### config.mk
export PLATFORM = sky130hd
export DESIGN_NAME = spi_rate_flags
export DESIGN_NICKNAME = d
export VERILOG_FILES = /design/src/rtl/spi_rate_pkg.sv /design/src/rtl/spi_rate_flags.sv
export SDC_FILE = /design/constraint.sdc
export NUM_CORES = 1
export LEC_CHECK = 0
export BUFFER_PORTS_ARGS = -buffer_cell sky130_fd_sc_hd__buf_2
export CORE_ASPECT_RATIO = 2
export CORE_MARGIN = 1.5
export CORE_UTILIZATION = 45
export CTS_CLUSTER_SIZE = 25
export DETAILED_ROUTE_END_ITERATION = 6
export PLACE_DENSITY = 0.64
export RECOVER_POWER = 100
export SYNTH_ARGS = -nofsm -noshare
export SYNTH_HDL_FRONTEND = slang
export SYNTH_SLANG_ARGS = --single-unit
### constraint.sdc
create_clock -name clk_i -period 3.75 [get_ports clk_i]
set_clock_uncertainty 0.15 [all_clocks]
set_input_delay 0.1875 -clock clk_i [delete_from_list [all_inputs] [get_ports clk_i]]
set_output_delay 0.1875 -clock clk_i [all_outputs]
set_load 0.02 [all_outputs]
### src/rtl/spi_rate_pkg.sv
/*
 package for the serial bit-rate and status flag block: register offsets,
 field positions, reset values and the small structs that carry controls.
 assumes a single 100 MHz bus clock and a byte-wide register port.
*/
package spi_rate_pkg;

	// register offsets on the plain register port
	localparam logic [2:0] CTRL_ONE_OFFSET   = 3'h0;
	localparam logic [2:0] CTRL_TWO_OFFSET   = 3'h1;
	localparam logic [2:0] BIT_RATE_OFFSET   = 3'h2;
	localparam logic [2:0] FLAG_STATUS_OFFSET = 3'h3;
	localparam logic [2:0] DATA_PORT_OFFSET  = 3'h5;

	// control register one fields
	localparam int RX_IRQ_EN_BIT    = 7;
	localparam int UNIT_EN_BIT      = 6;
	localparam int TX_IRQ_EN_BIT    = 5;
	localparam int MASTER_SEL_BIT   = 4;
	localparam int SEL_OUT_EN_BIT   = 1;
	// control register two fields
	localparam int FAULT_DET_EN_BIT = 4;

	// bit rate fields
	localparam int PRESCALE_LSB = 4;
	localparam int RATE_LSB     = 0;

	// status fields
	localparam int RX_FULL_BIT  = 7;
	localparam int TX_EMPTY_BIT = 5;
	localparam int FAULT_BIT    = 4;
	localparam logic [7:0] STATUS_IMPL_MASK = 8'hb0;

	// reset values and write masks
	localparam logic [7:0] CTRL_ONE_RESET = 8'h04;
	localparam logic [7:0] CTRL_TWO_RESET = 8'h00;
	localparam logic [7:0] BIT_RATE_RESET = 8'h00;
	localparam logic [7:0] BIT_RATE_MASK  = 8'h77;
	localparam logic [7:0] CTRL_TWO_MASK  = 8'h1b;

	// half-bit edges per transfer
	localparam logic [4:0] EDGES_PER_BYTE = 5'h10;

	typedef struct packed {
		logic [2:0] addr;
		logic [7:0] wdata;
		logic       wr;
		logic       rd;
	} reg_req_s;

	typedef struct packed {
		logic rx_irq_en;
		logic unit_en;
		logic tx_irq_en;
		logic master_sel;
		logic fault_det_en;
		logic sel_out_en;
	} ctrl_s;

endpackage

### src/rtl/spi_rate_flags.sv
/*
 bit-rate generator and status flags of a serial peripheral unit, with
 transmit buffer, shifter handoff and receive buffer.
 assumes synchronous pins and a register master that never waits.
*/
`timescale 1ns/10ps
`default_nettype none

// What this block does
// - prescaler divides bus clock by prescale_code plus one.
// - divider further divides by two to the power rate_divide_code plus one.
// - bit_rate_select is readable and writable at any time.
// - unimplemented status bits 6,3,2,1,0 read zero.
// - writes to serial_flag_status are ignored.
// - receive_full_flag sets when a finished byte reaches the receive buffer.
// - receive_full_flag clears by status read with flag set then data read.
// - transmit_empty_flag clears by status read with flag set then data write.
// - data write without prior status read seeing empty is discarded.
// - transmit interrupt when transmit empty and transmit enable set.
// - transmit_empty_flag sets whenever buffer byte moves to shifter.
// - idle master unit moves written byte to shifter within two bus cycles.
// - finished shifter takes any queued buffer byte and sets empty flag.
// - with nothing queued, empty flag stays set and nothing moves.
// - mode_fault_flag sets when master and select input driven low.
// - fault only when master, fault detect on, select output off.
// - mode_fault_flag clears by status read with flag set then control one write.
// - receive interrupt when receive full or fault and its enable set.
// - unit disable aborts transfer, flushes buffers, clears full, sets empty.
// - byte finishing while receive buffer full is dropped silently.
module spi_rate_flags
(
	// clock and reset
	input  wire logic                     clk_i,
	input  wire logic                     reset_n_i,
	// register port
	input  wire spi_rate_pkg::reg_req_s   req_i,
	output logic      [7:0]               rdata_o,
	// serial pins
	input  wire logic                     select_n_i,
	input  wire logic                     serial_in_i,
	output logic                          serial_out_o,
	output logic                          serial_clk_o,
	output logic                          select_n_o,
	output logic                          select_oe_o,
	// processor requests
	output logic                          irq_o
);
	import spi_rate_pkg::*;

	typedef enum logic [1:0] {SH_IDLE, SH_LOAD, SH_RUN} shift_e;

	logic [7:0] ctrl_one_reg;
	logic [7:0] ctrl_two_reg;
	logic [7:0] bit_rate_reg;
	logic [7:0] rdata_reg;
	logic [7:0] tx_buf_reg;
	logic       tx_full_reg;
	logic [7:0] shift_reg;
	logic [7:0] rx_buf_reg;
	logic       rx_full_reg;
	logic       tx_armed_reg;
	logic       rx_armed_reg;
	logic       fault_armed_reg;
	logic       fault_reg;
	logic [2:0] pre_cnt_reg;
	logic [7:0] div_cnt_reg;
	logic [4:0] edge_cnt_reg;
	logic       sclk_reg;
	shift_e     state_reg;
	ctrl_s      ctrl;
	logic       wr_data;
	logic       rd_data;
	logic       rd_status;
	logic       wr_ctrl_one;
	logic       tx_accept;
	logic       bit_tick;
	logic       byte_done;
	logic       fault_mode;
	logic [7:0] status;
	logic [7:0] div_top;

	function automatic logic hit(input reg_req_s r, input logic [2:0] off);
		hit = (r.addr == off);
	endfunction

	assign ctrl.rx_irq_en    = ctrl_one_reg[RX_IRQ_EN_BIT];
	assign ctrl.unit_en      = ctrl_one_reg[UNIT_EN_BIT];
	assign ctrl.tx_irq_en    = ctrl_one_reg[TX_IRQ_EN_BIT];
	assign ctrl.master_sel   = ctrl_one_reg[MASTER_SEL_BIT];
	assign ctrl.sel_out_en   = ctrl_one_reg[SEL_OUT_EN_BIT];
	assign ctrl.fault_det_en = ctrl_two_reg[FAULT_DET_EN_BIT];

	assign wr_data     = req_i.wr && hit(req_i, DATA_PORT_OFFSET);
	assign rd_data     = req_i.rd && hit(req_i, DATA_PORT_OFFSET);
	assign rd_status   = req_i.rd && hit(req_i, FLAG_STATUS_OFFSET);
	assign wr_ctrl_one = req_i.wr && hit(req_i, CTRL_ONE_OFFSET);
	// write lands only if armed by a status read that saw room
	assign tx_accept   = wr_data && tx_armed_reg && ctrl.unit_en;
	assign fault_mode  = ctrl.master_sel && ctrl.fault_det_en && !ctrl.sel_out_en;

	// flag empty means buffer has room
	always_comb
	begin
		status = 8'h00;
		status[RX_FULL_BIT]  = rx_full_reg;
		status[TX_EMPTY_BIT] = !tx_full_reg;
		status[FAULT_BIT]    = fault_reg;
		status = status & STATUS_IMPL_MASK;
	end

	// control registers
	always_ff @(posedge clk_i)
	begin
		if (!reset_n_i)
		begin
			ctrl_one_reg <= CTRL_ONE_RESET;
			ctrl_two_reg <= CTRL_TWO_RESET;
			bit_rate_reg <= BIT_RATE_RESET;
		end
		else if (req_i.wr)
		begin
			if (hit(req_i, CTRL_ONE_OFFSET))
				ctrl_one_reg <= req_i.wdata;
			if (hit(req_i, CTRL_TWO_OFFSET))
				ctrl_two_reg <= req_i.wdata & CTRL_TWO_MASK;
			if (hit(req_i, BIT_RATE_OFFSET))
				bit_rate_reg <= req_i.wdata & BIT_RATE_MASK;
			// status writes fall through with no effect
		end
	end

	// read data, one cycle after the strobe
	always_ff @(posedge clk_i)
	begin
		if (!reset_n_i)
			rdata_reg <= 8'h00;
		else if (req_i.rd)
		begin
			unique case (req_i.addr)
				CTRL_ONE_OFFSET:    rdata_reg <= ctrl_one_reg;
				CTRL_TWO_OFFSET:    rdata_reg <= ctrl_two_reg;
				BIT_RATE_OFFSET:    rdata_reg <= bit_rate_reg;
				FLAG_STATUS_OFFSET: rdata_reg <= status;
				DATA_PORT_OFFSET:   rdata_reg <= rx_buf_reg;
				default:            rdata_reg <= 8'h00;
			endcase
		end
		else
			rdata_reg <= 8'h00;
	end
	assign rdata_o = rdata_reg;

	// arming flags: status read seen with flag set; any later status read re-evaluates
	always_ff @(posedge clk_i)
	begin
		if (!reset_n_i)
		begin
			tx_armed_reg    <= 1'b0;
			rx_armed_reg    <= 1'b0;
			fault_armed_reg <= 1'b0;
		end
		else if (rd_status)
		begin
			tx_armed_reg    <= !tx_full_reg;
			rx_armed_reg    <= rx_full_reg;
			fault_armed_reg <= fault_reg;
		end
		else
		begin
			if (wr_data)
				tx_armed_reg <= 1'b0;
			if (rd_data)
				rx_armed_reg <= 1'b0;
			if (wr_ctrl_one)
				fault_armed_reg <= 1'b0;
		end
	end

	// prescaler then power-of-two divider; one tick per half bit
	assign div_top = 8'((16'h0001 << bit_rate_reg[RATE_LSB +: 3]) - 16'h0001);
	always_ff @(posedge clk_i)
	begin
		if (!reset_n_i || state_reg != SH_RUN)
		begin
			pre_cnt_reg <= 3'h0;
			div_cnt_reg <= 8'h00;
		end
		else if (pre_cnt_reg == bit_rate_reg[PRESCALE_LSB +: 3])
		begin
			pre_cnt_reg <= 3'h0;
			div_cnt_reg <= (div_cnt_reg == div_top) ? 8'h00 : div_cnt_reg + 8'h01;
		end
		else
			pre_cnt_reg <= pre_cnt_reg + 3'h1;
	end
	// divider spans rate divisor; one half-bit tick per span
	assign bit_tick = (state_reg == SH_RUN) && ctrl.master_sel
		&& (pre_cnt_reg == bit_rate_reg[PRESCALE_LSB +: 3])
		&& (div_cnt_reg[6:0] == div_top[7:1]);
	assign byte_done = bit_tick && (edge_cnt_reg == EDGES_PER_BYTE - 5'h01);

	// transmit buffer
	always_ff @(posedge clk_i)
	begin
		if (!reset_n_i || !ctrl.unit_en)
		begin
			tx_full_reg <= 1'b0;
			tx_buf_reg  <= 8'h00;
		end
		else if (tx_accept)
		begin
			tx_full_reg <= 1'b1;
			tx_buf_reg  <= req_i.wdata;
		end
		else if (tx_full_reg && (state_reg == SH_IDLE || byte_done))
			tx_full_reg <= 1'b0;
	end

	// shifter; slave-side shifting lives outside this block
	always_ff @(posedge clk_i)
	begin
		if (!reset_n_i || !ctrl.unit_en)
		begin
			state_reg    <= SH_IDLE;
			shift_reg    <= 8'h00;
			edge_cnt_reg <= 5'h00;
			sclk_reg     <= 1'b0;
		end
		else
		begin
			unique case (state_reg)
				SH_IDLE:
					if (tx_full_reg && ctrl.master_sel)
						state_reg <= SH_LOAD;
				SH_LOAD:
				begin
					shift_reg    <= tx_buf_reg;
					edge_cnt_reg <= 5'h00;
					state_reg    <= SH_RUN;
				end
				SH_RUN:
					if (bit_tick)
					begin
						sclk_reg     <= !sclk_reg;
						edge_cnt_reg <= edge_cnt_reg + 5'h01;
						if (sclk_reg)
							shift_reg <= {shift_reg[6:0], serial_in_i};
						if (byte_done)
							state_reg <= tx_full_reg ? SH_LOAD : SH_IDLE;
					end
			endcase
		end
	end
	assign serial_out_o = shift_reg[7];
	assign serial_clk_o = sclk_reg;
	assign select_n_o   = !(state_reg == SH_RUN);
	assign select_oe_o  = ctrl.unit_en && ctrl.master_sel && ctrl.fault_det_en && ctrl.sel_out_en;

	// receive buffer; a finished byte while full is dropped
	always_ff @(posedge clk_i)
	begin
		if (!reset_n_i || !ctrl.unit_en)
		begin
			rx_full_reg <= 1'b0;
			rx_buf_reg  <= 8'h00;
		end
		else if (byte_done && !rx_full_reg)
		begin
			rx_full_reg <= 1'b1;
			rx_buf_reg  <= {shift_reg[6:0], serial_in_i};
		end
		else if (rd_data && rx_armed_reg)
			rx_full_reg <= 1'b0;
	end

	// mode fault: set wins over clear
	always_ff @(posedge clk_i)
	begin
		if (!reset_n_i)
			fault_reg <= 1'b0;
		else if (ctrl.unit_en && fault_mode && !select_n_i)
			fault_reg <= 1'b1;
		else if (wr_ctrl_one && fault_armed_reg)
			fault_reg <= 1'b0;
	end

	// one processor request line for both sources
	assign irq_o = (ctrl.tx_irq_en && !tx_full_reg)
		|| (ctrl.rx_irq_en && (rx_full_reg || fault_reg));

endmodule // spi_rate_flags

`default_nettype wire

==> qor.yml <==
yosysWarnings: 0
wl_per_cell_um: 16.9
clk_pin_slew_worst_paths_ns: 0.06
grt_max_degree: 30
ys_top_cells_by_area: "dfxtp_1 (40%), mux2i_1 (11%), nor2_1 (4.7%)"
die_h_um: 132
rrSetupSlack_ns: 0.39
ys_async_sr_fraction: 0
startpoint_type: "register"
dp_hpwl_mm: 6.89
period_needed_ns: 3.36
p_int_w: 0.00144
n_antenna_cell: 0
io_pins: 30
die_x_um: 67.3
area_growth_pct: 14.3
hold_class: "input pin to register"
p_per_area_nw_per_um2: 433
fin_util: 0.531
port_buffers: 29
r2r-start: "bit_rate_reg[2]"
dieArea_sq_um: 8850
pwr-share-comb: 0.054
synth_top_area_frac: 0.404
h-tree-depth: 3
fin_setup_tns_ns: 0
maxSlewViolCount: 0
syn_area_sq_um: 3720
r2r_end: "edge_cnt_reg[2]"
holdPathStages: 3
fillerInstances: 741
drtPass1Iterations: 4
synthAdderAreaFrac: 0.0168
cts_max_path_buffers: 2
cts_tree: "yes"
yosysMostFrequentCell: "dfxtp_1"
avgViaCountPerCell: 5.62
rsz0062_at_grt: "false"
cts-root-buf: "clkbuf_16"
postSynthCellCount: 432
fmax_mhz: 297
synth_compound_area_frac: 0.141
synth_common_cells: "dfxtp_1 (75), nor2_1 (47), nand2_1 (46)"
synthXorXnorAreaFrac: 0.0377
hp-start: "req_i[8]"
first_global_vias: 2996
yosysTopAreaCell: "dfxtp_1"
overflow: 0
peakVddDrop_mv: 0.358
slew_headroom: 0.322
synth_cell_types: 51
start_util: 0.465
ant_nets: 0
pwr-share-clk: 0.508
drive_gt1_frac: 0.0915
grt_pass1_wl_mm: 15.0
yosys_register_bits: 75
crit_fanout: 15
seq_area_frac_synth: 0.404
hold_path_end: "ctrl_one_reg[6]"
reg2reg_depth: 10
syn_avg_cell_area_sq_um: 8.61
cts_resized: 0
setup_violations: 0
power.leakage_nw: 1.58
power.switching_w: 0.000401
endpoint_kind: "register"
syn_nets: 454
worst_slew_pin_slew_ns: 1.01
synth_top_flop_cell: "dfxtp_1"
core_area_sq_um: 8000
nets: 476
finalCritPeriodShare: 0.897
yosys.area_share.simple: 0.239
hold_viol: 0
routed_wl_mm: 9.35
antenna_found_initial: 0
synth_top_family_by_area: "simple AND/OR/NAND/NOR gates"
place_congestion: 0.870
drc: 0
cts.sinks: 75
seq_power_share: 0.438
cap_violations: 0
power_w: 0.00184
status: "complete, no violations"
synthMuxAreaShare: 0.116
cts_made_buffers: 9
dr.first_iter.drc_count: 152
synth-edff-count: 0
gr-usage-all-layers: 0.224
crit_arrival_ns: 3.47
clk_latency_ns: 0.33
swShare: 0.218
rows: 46
worstSetupPathType: "register to register"
route.vias.total: 3118
critical_path_required_ns: 3.86
[critical path, cell delays in order, from the launching register on]
cell and delay [ns]:
dfxtp_1 0.52, nor2_1 0.12, nand2_1 0.09, ha_1 0.45, or4bb_1 0.52, o211a_1 0.13, o32ai_1 0.30, o211ai_1 0.16
clkbuf_1 0.28, or3_1 0.39, a21oi_1 0.16
[routing by layer]
layer  global-route usage  wire (um)  up-vias
li1                     -          -     1560
met2                0.389       5110       65
met1                0.244       3610     1469
met4                0.124        385        0
met5                    0          0        -
met3               0.0411        245       24
[worst max path at each step]
stage / depth (start not counted) / start / end
after global placement: 9 / bit_rate_reg[2] / edge_cnt_reg[3]
after detailed placement: 9 / bit_rate_reg[2] / edge_cnt_reg[2]
after floorplan: 11 / bit_rate_reg[1] / shift_reg[6]
after global routing: 10 / bit_rate_reg[2] / edge_cnt_reg[3]
final: 10 / bit_rate_reg[2] / edge_cnt_reg[2]
after CTS: 9 / bit_rate_reg[2] / edge_cnt_reg[2]
[cells in the final DEF (no fill, tap or decap), drive strengths merged, types with 3 or more instances in the layout]
master,Yosys,routed
dfxtp,75,75
nor2,48,48
nand2,46,46
mux2i,41,41
clkbuf,18,26
buf,9,17
o21ai,16,16
nand3,13,13
a21oi,13,13
inv,13,12
nand4,12,12
nor2b,12,12
xnor2,10,10
nor3,10,10
and3,8,8
a211o,8,8
a22oi,7,7
a21boi,7,7
xor2,6,6
nand2b,6,6
and2,6,6
or3,5,5
o21a,5,5
ha,5,5
dlygate4sd3,0,5
o211ai,3,3
o2111ai,3,3
clkinvlp,0,3
[timing repair]
item / 4_1_cts / 5_1_grt
hold endpoints to repair: 6 / 0
hold buffers: 5 / 0
buffers inserted: 0 / 2
endpoints found under the setup margin: 0 / 2
[through the flow]
step | instances | instance area, sq um | setup WS [ns] | hold slack, ns
finish | 555 | 4250 | 0.385 | 0.0122
global route | 555 | 4250 | 0.0649 | 0.0191
CTS | 553 | 4260 | 0.241 | 0.00655
detailed placement | 532 | 3880 | 0.285 | 0.299
global placement | 532 | 3880 | 0.402 | 0.295
floorplan | 432 | 3720 | 0.805 | 0.161
[power groups by stage]
stage / clock network (W) / logic (W) / registers (W)
finish: 0.000935 / 0.0000988 / 0.000807
global route: 0.000976 / 0.000108 / 0.000807
CTS: 0.000944 / 0.0000993 / 0.000807
detailed placement: 0 / 0.0000947 / 0.000824
global placement: 0 / 0.0000943 / 0.000824
floorplan: 0 / 0.0000640 / 0.000822
[cell families (layout without fill, tap and decap cells)]
logic type / Yosys count / count (layout)
mux: 43 / 43
flops: 75 / 75
compound gates: 75 / 75
simple gates: 178 / 178
xor+xnor: 16 / 16
buf+inv: 40 / 67
fa+ha+maj: 5 / 5
[cell type report]
cell class / count / area [sq um] / area share
Clock inverter: 6 / 88.8 / 0.0209
Inverter: 13 / 50.0 / 0.0118
Sequential cell: 75 / 1500 / 0.353
Tap cell: 96 / 120 / 0.0283
Multi-Input combinational cell: 317 / 2050 / 0.481
Clock buffer: 10 / 239 / 0.0562
Timing Repair Buffer: 38 / 204 / 0.0480
No activity file was read; power rests on OpenSTA's default activity.
